===== config.mk =====
export PLATFORM = sky130hd
export DESIGN_NAME = transient_accel_event_detector
export DESIGN_NICKNAME = d
export VERILOG_FILES = /design/src/verilog/transient_pkg.sv /design/src/verilog/axis_threshold_compare.sv /design/src/verilog/debounce_step_timer.sv /design/src/verilog/transient_accel_event_detector.sv
export SDC_FILE = /design/constraint.sdc
export NUM_CORES = 1
export LEC_CHECK = 0
export BUFFER_PORTS_ARGS = -buffer_cell sky130_fd_sc_hd__clkbuf_2
export CAP_MARGIN = 20
export CORE_UTILIZATION = 57
export CTS_CLUSTER_SIZE = 24
export DETAILED_ROUTE_END_ITERATION = 7
export MAX_ROUTING_LAYER = met4
export PLACE_DENSITY = 0.78
export SYNTH_ARGS = -nofsm -noshare
export SYNTH_HDL_FRONTEND = slang
export SYNTH_SLANG_ARGS = --single-unit

===== constraint.sdc =====
create_clock -name clk_sys_i -period 10 [get_ports clk_sys_i]
set_input_delay 2.5 -clock clk_sys_i [delete_from_list [all_inputs] [get_ports clk_sys_i]]
set_output_delay 2.5 -clock clk_sys_i [all_outputs]
set_load 0.01 [all_outputs]

===== src/verilog/transient_pkg.sv =====
// Constants and types shared by the transient event detector and its helpers.
// Assumes a single 20 MHz system clock and byte-wide registers.
package transient_pkg;

  // Register offsets
  localparam logic [7:0] ADDR_TRANSIENT_CONFIG         = 8'h1d;
  localparam logic [7:0] ADDR_TRANSIENT_SOURCE         = 8'h1e;
  localparam logic [7:0] ADDR_TRANSIENT_THRESHOLD      = 8'h1f;
  localparam logic [7:0] ADDR_TRANSIENT_DEBOUNCE_COUNT = 8'h20;

  // Reset values
  localparam logic [7:0] CONFIG_RESET    = 8'h00;
  localparam logic [7:0] THRESHOLD_RESET = 8'h00;
  localparam logic [7:0] COUNT_RESET     = 8'h00;

  // Configuration fields; axis enables sit at CFG_X_ENABLE_BIT + axis index
  localparam int CFG_FILTER_BYPASS_BIT = 0;
  localparam int CFG_X_ENABLE_BIT      = 1;
  localparam int CFG_LATCH_BIT         = 4;
  localparam int CFG_USED_BITS         = 5;

  // Source fields; axis i has polarity at 2*i and event at 2*i+1
  localparam int SRC_EVENT_ACTIVE_BIT = 6;
  localparam int NUM_AXES             = 3;

  // Threshold fields
  localparam int THS_MODE_BIT = 7;
  localparam int THS_WIDTH    = 7;
  // 0.063 g per step; 63 steps is the last one at or below 4 g
  localparam logic [6:0] LOW_NOISE_THS_MAX = 7'h3f;

  // Samples are 14-bit two's complement on the 8 g scale (1024 counts per g)
  localparam int SAMPLE_WIDTH = 14;
  // Right shift that turns a sample magnitude into threshold steps of 1/16 g
  localparam int MAG_SHIFT    = 6;

  // Debounce time step: multiples of the 1.25 ms step at 800 Hz
  localparam int STEP_BASE_US        = 1250;
  localparam int STEP_CYCLES_PER_US  = 20;
  localparam logic [7:0] NORMAL_MAX_UNITS  = 8'h10;
  localparam logic [7:0] LOW_POWER_LOW_NOISE_MODE_MAX_UNITS    = 8'h40;
  localparam logic [7:0] HIGH_RESOLUTION_MODE_MAX_UNITS = 8'h02;
  localparam logic [7:0] RATE5_UNITS       = 8'h40;
  localparam logic [7:0] RATE_SLOW_UNITS   = 8'h80;

  // Oversampling modes
  typedef enum logic [1:0] {
    MODE_NORMAL  = 2'b00,
    MODE_LOW_POWER_LOW_NOISE_MODE    = 2'b01,
    MODE_HIGH_RESOLUTION_MODE = 2'b10,
    MODE_LP      = 2'b11
  } osr_mode_t;

endpackage : transient_pkg


===== src/verilog/axis_threshold_compare.sv =====
// One axis: selects filtered or unfiltered data and compares its magnitude.
// Assumes samples are already on the 8 g scale, whatever the output range.
`timescale 1ns/1ps
module axis_threshold_compare
  import transient_pkg::*;
#(
  parameter int SAMPLE_W = SAMPLE_WIDTH
) (
  input  wire logic signed [SAMPLE_W-1:0] filt_sample_i,
  input  wire logic signed [SAMPLE_W-1:0] raw_sample_i,
  input  wire logic                       filter_bypass_i,
  input  wire logic [THS_WIDTH-1:0]       threshold_i,
  output logic                            over_o,
  output logic                            negative_o
);

  logic signed [SAMPLE_W-1:0] sel;
  logic        [SAMPLE_W-1:0] mag;
  logic        [SAMPLE_W-MAG_SHIFT-1:0] steps;

  assign sel        = filter_bypass_i ? raw_sample_i : filt_sample_i;
  assign negative_o = sel[SAMPLE_W-1];
  // The most negative code maps onto its own unsigned value, so no overflow
  assign mag        = negative_o ? SAMPLE_W'(-sel) : SAMPLE_W'(sel);
  assign steps      = mag[SAMPLE_W-1:MAG_SHIFT];
  assign over_o     = steps > (SAMPLE_W-MAG_SHIFT)'(threshold_i);

endmodule : axis_threshold_compare


===== src/verilog/debounce_step_timer.sv =====
// Debounce time-step generator: one-cycle pulse per time step.
// Assumes rate and mode inputs are static between reconfigurations.
`timescale 1ns/1ps
module debounce_step_timer
  import transient_pkg::*;
#(
  parameter int CYCLES_PER_US = STEP_CYCLES_PER_US
) (
  input  wire logic      clk_sys_i,
  input  wire logic      rst_i,
  input  wire logic [2:0] output_sample_rate_i,
  input  wire osr_mode_t oversample_mode_i,
  output logic           step_o
);

  localparam int BASE_CYCLES = STEP_BASE_US * CYCLES_PER_US;

  logic [23:0] base_cnt_reg;
  logic [7:0]  unit_cnt_reg;
  logic [7:0]  rate_units;
  logic [7:0]  step_units;
  logic        base_tick;

  // Rate index 0..7 is 800, 400, 200, 100, 50, 12.5, 6.25, 1.56 Hz
  always_comb begin
    case (output_sample_rate_i)
      3'd5:    rate_units = RATE5_UNITS;
      3'd6:    rate_units = RATE_SLOW_UNITS;
      3'd7:    rate_units = RATE_SLOW_UNITS;
      default: rate_units = 8'h01 << output_sample_rate_i;
    endcase
    case (oversample_mode_i)
      MODE_NORMAL:  step_units = (rate_units > NORMAL_MAX_UNITS) ? NORMAL_MAX_UNITS : rate_units;
      MODE_LOW_POWER_LOW_NOISE_MODE:    step_units = (rate_units > LOW_POWER_LOW_NOISE_MODE_MAX_UNITS) ? LOW_POWER_LOW_NOISE_MODE_MAX_UNITS : rate_units;
      MODE_HIGH_RESOLUTION_MODE: step_units = (rate_units > HIGH_RESOLUTION_MODE_MAX_UNITS) ? HIGH_RESOLUTION_MODE_MAX_UNITS : rate_units;
      MODE_LP:      step_units = rate_units;
      default:      step_units = rate_units;
    endcase
  end

  assign base_tick = (base_cnt_reg == 24'(BASE_CYCLES - 1));

  always_ff @(posedge clk_sys_i) begin
    if (rst_i || base_tick) begin
      base_cnt_reg <= 24'h000000;
    end else begin
      base_cnt_reg <= base_cnt_reg + 24'h000001;
    end
  end

  // A shortened step after a mode change takes effect at the next wrap
  always_ff @(posedge clk_sys_i) begin
    if (rst_i) begin
      unit_cnt_reg <= 8'h00;
      step_o       <= 1'b0;
    end else begin
      step_o <= 1'b0;
      if (base_tick) begin
        if (unit_cnt_reg + 8'h01 >= step_units) begin
          unit_cnt_reg <= 8'h00;
          step_o       <= 1'b1;
        end else begin
          unit_cnt_reg <= unit_cnt_reg + 8'h01;
        end
      end
    end
  end

endmodule : debounce_step_timer


===== src/verilog/transient_accel_event_detector.sv =====
// Transient acceleration event detector: registers, debounce and source flags.
// Assumes filtered and raw samples are synchronous and held between updates,
// and that register strobes come from the device's serial register port.
//
// Summary of operation
// - Bypass bit 0 picks unfiltered data instead of high-pass filtered data.
// - Config bits 3,2,1 enable Z, Y, X event detection.
// - Latch bit 4 holds flags until source read; clear means no latching.
// - Once event-active sets with latching, existing status bits stay frozen.
// - Reading the source register clears all status and the interrupt request; a step qualifying in the same cycle still sets its flags.
// - While event-active with latching, new axis events may add bits; none clear before read.
// - Event-active at bit 6 is the OR of all three axis event flags.
// - Source holds event/polarity pairs: Z 5/4, Y 3/2, X 1/0; 1 is negative.
// - Axis trips when its unsigned magnitude strictly exceeds the 7-bit threshold.
// - Comparison spans up to 8 g regardless of full-scale range.
// - Low-noise mode caps the effective threshold at 4 g.
// - Threshold bit 7: 0 up/down debounce, 1 up/clear debounce.
// - The 8-bit count sets qualifying steps needed before the flag rises.
// - Time step is one output-rate period, at most 128 base steps, clipped per oversampling mode.
// - A qualified event raises the flag and, if enabled, the interrupt request.
// - A false step decrements to zero, or clears the counter in clear mode.
// - The debounce counter saturates at the programmed count.
`timescale 1ns/1ps
module transient_accel_event_detector
  import transient_pkg::*;
#(
  parameter int CYCLES_PER_US = STEP_CYCLES_PER_US,
  parameter int SAMPLE_W      = SAMPLE_WIDTH
) (
  input  wire logic                       clk_sys_i,
  input  wire logic                       rst_i,
  input  wire logic [7:0]                 reg_addr_i,
  input  wire logic                       reg_wr_i,
  input  wire logic [7:0]                 reg_wdata_i,
  input  wire logic                       reg_rd_i,
  output logic      [7:0]                 reg_rdata_o,
  input  wire logic signed [SAMPLE_W-1:0] filt_x_i,
  input  wire logic signed [SAMPLE_W-1:0] filt_y_i,
  input  wire logic signed [SAMPLE_W-1:0] filt_z_i,
  input  wire logic signed [SAMPLE_W-1:0] raw_x_i,
  input  wire logic signed [SAMPLE_W-1:0] raw_y_i,
  input  wire logic signed [SAMPLE_W-1:0] raw_z_i,
  input  wire logic                       low_power_low_noise_mode_i,
  input  wire logic [2:0]                 output_sample_rate_i,
  input  wire osr_mode_t                  oversample_mode_i,
  input  wire logic                       irq_enable_i,
  output logic                            event_active_o,
  output logic                            irq_o
);

  logic [CFG_USED_BITS-1:0] config_reg;
  logic [7:0]               threshold_reg;
  logic [7:0]               count_reg;
  logic [7:0]               cnt_reg;
  logic [7:0]               cnt_next;
  logic [2*NUM_AXES-1:0]    src_reg;
  logic [2*NUM_AXES-1:0]    src_next;
  logic                     ea_reg;
  logic                     ea_next;
  logic                     irq_reg;

  logic signed [SAMPLE_W-1:0] filt_a [NUM_AXES];
  logic signed [SAMPLE_W-1:0] raw_a  [NUM_AXES];
  logic [NUM_AXES-1:0]        over;
  logic [NUM_AXES-1:0]        negative;
  logic [NUM_AXES-1:0]        axis_en;
  logic [THS_WIDTH-1:0]       ths_eff;
  logic                       step;
  logic                       any_cond;
  logic                       qual;
  logic                       latch_en;
  logic                       clear_mode;
  logic                       src_rd;

  assign filt_a = '{filt_x_i, filt_y_i, filt_z_i};
  assign raw_a  = '{raw_x_i, raw_y_i, raw_z_i};

  assign axis_en    = config_reg[CFG_X_ENABLE_BIT +: NUM_AXES];
  assign latch_en   = config_reg[CFG_LATCH_BIT];
  assign clear_mode = threshold_reg[THS_MODE_BIT];
  assign src_rd     = reg_rd_i && (reg_addr_i == ADDR_TRANSIENT_SOURCE);

  // Low-noise operation halves the reachable range, so clip the threshold
  assign ths_eff = (low_power_low_noise_mode_i && threshold_reg[THS_WIDTH-1:0] > LOW_NOISE_THS_MAX)
                   ? LOW_NOISE_THS_MAX : threshold_reg[THS_WIDTH-1:0];

  debounce_step_timer #(
    .CYCLES_PER_US (CYCLES_PER_US)
  ) u_step_timer (
    .clk_sys_i            (clk_sys_i),
    .rst_i                (rst_i),
    .output_sample_rate_i (output_sample_rate_i),
    .oversample_mode_i    (oversample_mode_i),
    .step_o               (step)
  );

  for (genvar i = 0; i < NUM_AXES; i++) begin : g_axis
    axis_threshold_compare #(
      .SAMPLE_W (SAMPLE_W)
    ) u_cmp (
      .filt_sample_i   (filt_a[i]),
      .raw_sample_i    (raw_a[i]),
      .filter_bypass_i (config_reg[CFG_FILTER_BYPASS_BIT]),
      .threshold_i     (ths_eff),
      .over_o          (over[i]),
      .negative_o      (negative[i])
    );
  end

  assign any_cond = |(over & axis_en);

  // Register writes
  always_ff @(posedge clk_sys_i) begin
    if (rst_i) begin
      config_reg    <= CONFIG_RESET[CFG_USED_BITS-1:0];
      threshold_reg <= THRESHOLD_RESET;
      count_reg     <= COUNT_RESET;
    end else if (reg_wr_i) begin
      case (reg_addr_i)
        ADDR_TRANSIENT_CONFIG:         config_reg    <= reg_wdata_i[CFG_USED_BITS-1:0];
        ADDR_TRANSIENT_THRESHOLD:      threshold_reg <= reg_wdata_i;
        ADDR_TRANSIENT_DEBOUNCE_COUNT: count_reg     <= reg_wdata_i;
        default:                       ;
      endcase
    end
  end

  // Register reads; source is the only register with a side effect
  always_ff @(posedge clk_sys_i) begin
    if (rst_i) begin
      reg_rdata_o <= 8'h00;
    end else if (reg_rd_i) begin
      case (reg_addr_i)
        ADDR_TRANSIENT_CONFIG:         reg_rdata_o <= {{(8-CFG_USED_BITS){1'b0}}, config_reg};
        ADDR_TRANSIENT_SOURCE:         reg_rdata_o <= {1'b0, ea_reg, src_reg};
        ADDR_TRANSIENT_THRESHOLD:      reg_rdata_o <= threshold_reg;
        ADDR_TRANSIENT_DEBOUNCE_COUNT: reg_rdata_o <= count_reg;
        default:                       reg_rdata_o <= 8'h00;
      endcase
    end
  end

  // Debounce counter, advanced once per time step
  always_comb begin
    cnt_next = cnt_reg;
    if (any_cond) begin
      cnt_next = (cnt_reg < count_reg) ? cnt_reg + 8'h01 : count_reg;
    end else if (clear_mode) begin
      cnt_next = 8'h00;
    end else if (cnt_reg != 8'h00) begin
      cnt_next = cnt_reg - 8'h01;
    end
  end

  assign qual = step && any_cond && (cnt_next >= count_reg);

  always_ff @(posedge clk_sys_i) begin
    if (rst_i) begin
      cnt_reg <= 8'h00;
    end else if (step) begin
      cnt_reg <= cnt_next;
    end
  end

  // Source flags. A step that qualifies in the same cycle as a source read
  // wins over the clear, so the new event is not lost.
  always_comb begin
    src_next = src_rd ? '0 : src_reg;
    if (step) begin
      for (int i = 0; i < NUM_AXES; i++) begin
        if (latch_en) begin
          // Bits already set stay frozen; idle axes may still join
          if (qual && axis_en[i] && over[i] && !src_next[2*i+1]) begin
            src_next[2*i+1] = 1'b1;
            src_next[2*i]   = negative[i];
          end
        end else begin
          src_next[2*i+1] = qual && axis_en[i] && over[i];
          src_next[2*i]   = qual && axis_en[i] && over[i] && negative[i];
        end
      end
    end
    ea_next = 1'b0;
    for (int i = 0; i < NUM_AXES; i++) begin
      ea_next = ea_next | src_next[2*i+1];
    end
  end

  always_ff @(posedge clk_sys_i) begin
    if (rst_i) begin
      src_reg <= '0;
      ea_reg  <= 1'b0;
    end else begin
      src_reg <= src_next;
      ea_reg  <= ea_next;
    end
  end

  always_ff @(posedge clk_sys_i) begin
    if (rst_i) begin
      irq_reg <= 1'b0;
    end else begin
      irq_reg <= ea_next && irq_enable_i;
    end
  end

  assign event_active_o = ea_reg;
  assign irq_o          = irq_reg;

  logic any_ev;
  assign any_ev = src_reg[1] | src_reg[3] | src_reg[5];
endmodule : transient_accel_event_detector


Word level (Yosys, flattened, before mapping)
Cells that the tools add are included.
{ "word_totals": {"register_bits": 78, "latch_bits": 0, "ram_bits": 0, "rom_bits": 0, "in_bits": 111, "out_inout_bits": 10, "n_memories": 0} }
{ "op_classes": {"addsub": 7, "multipliers": 0, "div_mod_pow": 0, "n_lt_le_gt_ge": 10, "n_eq_ne": 11, "n_shift": 1, "n_mux": 27, "bitwise_logic": 4, "n_reduce_logical": 29} }
{ "op_table": {"columns": ["op", "n"], "rows": [
  ["$mux W14", 6],
  ["$mux W8", 8],
  ["$pmux W8 S4", 2],
  ["$neg A14 Y14", 3],
  ["$add A24 B1 Y24 const B", 1],
  ["$eq A24 B15 Y1 const B", 1],
  ["$eq A8 B5 Y1 const B", 3],
  ["$gt A8 B7 Y1", 3],
  ["$logic_and A1 B1 Y1", 17],
  ["$add A8 B1 Y8 const B", 2],
  ["$ge A8 B8 Y1", 2],
  ["$pmux W8 S2", 1],
  ["$mux W2", 6],
  ["$mux W6", 2],
  ["$eq A3 B3 Y1 const B", 3],
  ["$eq A8 B6 Y1 const B", 1],
  ["$gt A8 B2 Y1 const B", 1],
  ["$gt A8 B5 Y1 const B", 1],
  ["$gt A8 B7 Y1 const B", 1],
  ["$lt A8 B8 Y1", 1],
  ["$reduce_bool A8 Y1", 1],
  ["$shl A1 B3 Y8 const A", 1],
  ["$sub A8 B1 Y8 const B", 1],
  ["$gt A7 B6 Y1 const B", 1],
  ["13 further kinds", 20]
]} }

Logic depth before layout (Yosys ltp)
{ "logic_depth": {"ltp_word": 18, "depth_mapped": 31, "depth_no_buf": 27} }

Cells and area by module
Synthesis repeated with hierarchy kept, for this count alone.
{ "unflattened": {"cells_unflattened": 765, "hier_area_um2": 6306.0} }
{ "modules_own_cells": {"columns": ["mod", "n_inst", "cells_each", "area_per_inst_um2"], "rows": [
  ["transient_accel_event_detector", 1, 362, 2901.5],
  ["debounce_step_timer", 1, 214, 1801.7],
  ["axis_threshold_compare", 3, 63, 534.3]
]} }

Least setup slack after synthesis
No wires, ideal clock.
{ "synth_path": {"path_kind": "input -> register", "startpoint": "input port filt_x_i[3]", "endpoint": "register irq_reg, in the netlist irq_o", "setup_time_ns": 0.115, "arrival_time_ns": 7.607, "required_ns": 9.885, "path_slack_ns": 2.278, "path_stages": 26, "path_cell_list": "or4_1 or4_1 a21oi_1 a21oi_1 xnor2_1 ha_1 nand4_1 a21o_1 a32oi_1 a31oi_1 o41ai_1 o311ai_2 buf_6 mux2i_1 a211oi_2 ha_1 nand2b_1 a21o_1 a21oi_1 nor2b_1 o21ai_0 a21o_1 a21o_1 a2bb2oi_1 a41oi_1 and2_1"} }
{ "synth_via": {"elab_chain_cells": 18, "word_cells_on_any_way": 29} }
{ "synth_rtl": {"columns": ["item", "line_no", "text"], "rows": [
  ["from (decl)", "transient_accel_event_detector.sv:37", "input wire logic signed [SAMPLE_W-1:0] filt_x_i,"],
  ["$mux W14 *", "axis_threshold_compare.sv:21", "assign sel = filter_bypass_i ? raw_sample_i : filt_sample_i;"],
  ["$neg A14 Y14 *", "axis_threshold_compare.sv:24", "assign mag = negative_o ? SAMPLE_W'(-sel) : SAMPLE_W'(sel);"],
  ["$mux W14 *", "axis_threshold_compare.sv:24", null],
  ["$gt A8 B7 Y1 *", "axis_threshold_compare.sv:26", "assign over_o = steps > (SAMPLE_W-MAG_SHIFT)'(threshold_i);"],
  ["$and A3 B3 Y3", "transient_accel_event_detector.sv:110", "assign any_cond = |(over & axis_en);"],
  ["$reduce_or A3 Y1", "transient_accel_event_detector.sv:110", null],
  ["$mux W8", "transient_accel_event_detector.sv:146", "if (any_cond) begin"],
  ["$ge A8 B8 Y1", "transient_accel_event_detector.sv:155", "assign qual = step && any_cond && (cnt_next >= count_reg);"],
  ["$logic_and A1 B1 Y1", "transient_accel_event_detector.sv:155", null],
  ["$logic_and A1 B1 Y1 (2 in series)", "transient_accel_event_detector.sv:173, transient_accel_event_detector.sv:178", null],
  ["$logic_and A1 B1 Y1", "transient_accel_event_detector.sv:173", "if (qual && axis_en[i] && over[i] && !src_next[2*i+1]) begin"],
  ["$mux W2", "transient_accel_event_detector.sv:173", null],
  ["$mux W2", "transient_accel_event_detector.sv:171", "if (latch_en) begin"],
  ["$mux W6 *", "transient_accel_event_detector.sv:169", "if (step) begin"],
  ["$or A1 B1 Y1", "transient_accel_event_detector.sv:185", "ea_next = ea_next | src_next[2*i+1];"],
  ["$or A1 B1 Y1 *", "transient_accel_event_detector.sv:185", null],
  ["$logic_and A1 B1 Y1 *", "transient_accel_event_detector.sv:203", "irq_reg <= ea_next && irq_enable_i;"],
  ["to (signal assigned)", "transient_accel_event_detector.sv:203", null],
  ["to (decl)", "transient_accel_event_detector.sv:60", "logic irq_reg;"]
]} }
Mark *: on every way between the ends. The rest lies on a longest branch, timed or not.
A chain may end at the register's enable or synchronous reset.

Final worst setup path
Ends and elaborated chain as after synthesis.

==> impl_metrics.tcl <==
set metrics [dict create \
    outcome "finished clean" \
    vias 6011 \
    yosysUniqueCellTypes 80 \
    whs_ns 0.454 \
    io_pins 121 \
    dp_hpwl_microns 12200 \
    cp-end-kind "register" \
    finalWorstPathRequiredPeriod_ns 8.66 \
    numCtsBuffers 9 \
    cap_violations 0 \
    synth_warnings 0 \
    total_power_mw 0.620 \
    hold_viol 0 \
    antenna_left 0 \
    wl_microns 15700 \
    numClockSinks 78 \
    final_core_util_pct 66.9 \
    fin_tns_setup_ns 0 \
    critPathTopFamily "compound AO/OA/AOI/OAI gates" \
    final-setup-viol-count 0 \
    avgSynthCellArea_sq_um 8.15 \
    clk_latency_ns 0.36 \
    grt-ovfl-total 0 \
    met3_usage_pct 3.96 \
    leakage_nw 2.88 \
    cp.arrival_ns 8.91 \
    clk_pin_slew_ns 0.08 \
    grt_max_degree 52 \
    fillers 924 \
    ir_worst_vdd_uv 73.1 \
    crit_type "input port to register" \
    nets 1003 \
    synthSimpleGateAreaFrac_pct 24.8 \
    timing.final.crit_share_pct 86.6 \
    dr.pass1.iters 5 \
    route.detailed.drc 0 \
    coreArea_sq_um 10400 \
    p_per_area_nw_per_um2 89.3 \
    seq_power_share_pct 50.4 \
    synth_top_family_by_area "simple AND/OR/NAND/NOR gates" \
    cts-root-buf "clkbuf_8" \
    synth_xor_area_share_pct 7.44 \
    hold_class "register to register" \
    cts_tree "done" \
    busiest_layer "met2" \
    largest_reg_flops 24 \
    synthCells 751 \
    rsz0062_at_grt "no" \
    syn_area_sq_um 6120 \
    multi_input_area_sq_um 4360 \
    antenna_found_initial 0 \
    start_util_pct 59.0 \
    critPathMaxFanout 10 \
    die_h_microns 106 \
    die_area_sq_um 11200 \
    ctsHoldBuffers 0 \
    path_buf_inv 1 \
    drtIter0Drc 414 \
    clockBufferDepth 2 \
    ys_ff_latch 78 \
    fmax_ghz 0.115 \
    dieWidth_microns 106 \
    h-tree-depth 3 \
    p_sw_share_pct 26.5 \
    post_cts_buffers 0 \
    finClkSkew_ns 0.00807 \
    ys.flop_type "dfxtp_1" \
    synth_fa_ha_area_share_pct 8.34 \
    yosysSeqAreaShare_pct 25.5 \
    regArea_sq_um 1560 \
    critical_path.max_stage_delay_ns 0.63 \
    routed_via_density 6.06 \
    drive_gt1_share_pct 19.7 \
    worst_pin_slew_ns 1.04 \
    async_flop_share_pct 0 \
    post_cts_resize_count 0 \
    worstPathRequired_ns 10.25 \
    syn_to_final_growth_pct 13.3 \
    num_rows 37 \
    intPower_mw 0.455 \
    slew_violations 0 \
    slowest_stage "o41ai_1" \
    port_buffers 120 \
    p_sw_mw 0.164 \
    use_met1_pct 37.0 \
    grt_usage_pct 28.8 \
    power_frac_comb_pct 15.0 \
    grt_pass1_vias 5547 \
    grt_util_met2_pct 48.3 \
    place.gp.congestion 0.911 \
    p_clk_share_pct 34.6 \
    crit_top_cell "a21o_1" \
    synth_edf_count 0 \
    synth-compound-area-share_pct 18.7 \
    synth_nets 902 \
    n_antenna_cell 0 \
    relSlewSlack_pct 28.6 \
    startpoint_type "input port" \
    synth.mux.area_fraction_pct 11.8 \
    grt_pass1_wl_microns 25700 \
    wire_per_inst_microns 15.8 \
]
## layout make-up
cell class | count | area share [%]
inverter | 16 | 0.865
multi-input combinational | 625 | 62.8
clock inverter | 4 | 0.324
clock buffer | 11 | 2.18
timing repair buffer | 122 | 8.87
tap | 136 | 2.45
sequential | 78 | 22.5
## cell families (layout without fill, tap and decap cells)
group,Yosys count,after routing
AOI/OAI and AO/OA,164,164
xor gates and xnor gates,52,52
adders and majority gates,41,41
buffers and inverters,48,153
DFF,78,78
muxes,71,71
other,1,1
and+or+nand+nor,296,296
## worst reg2reg max path: cells and delay by family (launching register included)
family,cells,cell delay (ns)
AO/OA/AOI/OAI,14,3.27
XOR/XNOR,1,0.20
adder cells (fa/ha/maj),2,0.59
buffers and inverters,1,0.47
flip-flops,1,0.32
multiplexers,1,0.95
AND/OR/NAND/NOR,5,0.93
## synthesized netlist by cell type, types with 14 or more instances
cell type	number	area share [%]
dfxtp_1	78	26
xnor2_1	29	4.1
and3_1	15	1.5
a21oi_1	49	4.0
nand2_1	51	3.1
clkbuf_1	24	1.5
nand3_1	28	2.3
a21o_1	14	1.7
nor2_1	90	5.5
nand2b_1	14	1.4
xor2_1	23	3.3
o21ai_0	20	1.6
inv_1	16	0.98
mux2i_1	60	9.8
ha_1	40	8.2
## metal layers
layer,routed length [microns],up-vias
met5,0,-
met2,7580,197
li1,-,2959
met1,7240,2834
met3,745,21
met4,153,0
## power by group through the flow
| stage | Sequential [mW] | Clock, mW | Combinational (mW) |
|---|---|---|---|
| CTS | 0.312 | 0.217 | 0.0916 |
| global route | 0.313 | 0.230 | 0.102 |
| floorplan | 0.319 | 0 | 0.0545 |
| detailed placement | 0.320 | 0 | 0.0910 |
| finish | 0.312 | 0.214 | 0.0929 |
| global placement | 0.320 | 0 | 0.0872 |
## per-stage QoR
step	worst slack, ns	instances	cell area, sq um
after floorplan	2.28	751	6120
after global placement	1.50	977	6770
after detailed placement	1.08	977	6770
after CTS	1.43	992	6940
after global routing	1.03	992	6940
final	1.34	992	6940
## worst paths after layout
path,slack [ns],startpoint,to,cells after the start
worst max-delay path,1.34,filt_x_i[3],irq_o,26
worst min-delay path,0.45,u_step_timer.base_cnt_reg[0],u_step_timer.base_cnt_reg[0],1
worst max register to register,3.16,config_reg[0],irq_o,24
worst min register to register,0.45,u_step_timer.base_cnt_reg[0],u_step_timer.base_cnt_reg[0],1
## layout by cell type (no fill, tap or decap), drive strengths merged, types with 4 or more instances in the layout
master    n
clkbuf  131
nor2     90
dfxtp    78
mux2i    60
nand2    51
a21oi    50
ha       40
xnor2    29
nand3    29
xor2     23
o21ai    22
inv      16
and3     15
a21o     14
nand2b   14
and2     13
nor3     13
nand4    13
nor4     13
nor2b    12
mux2     11
a31o      9
or4       7
o211ai    6
a31oi     6
nor3b     6
a22oi     6
or3       6
a211oi    5
o22ai     4
nand3b    4
Note: power is estimated with default switching activity, not from simulation.
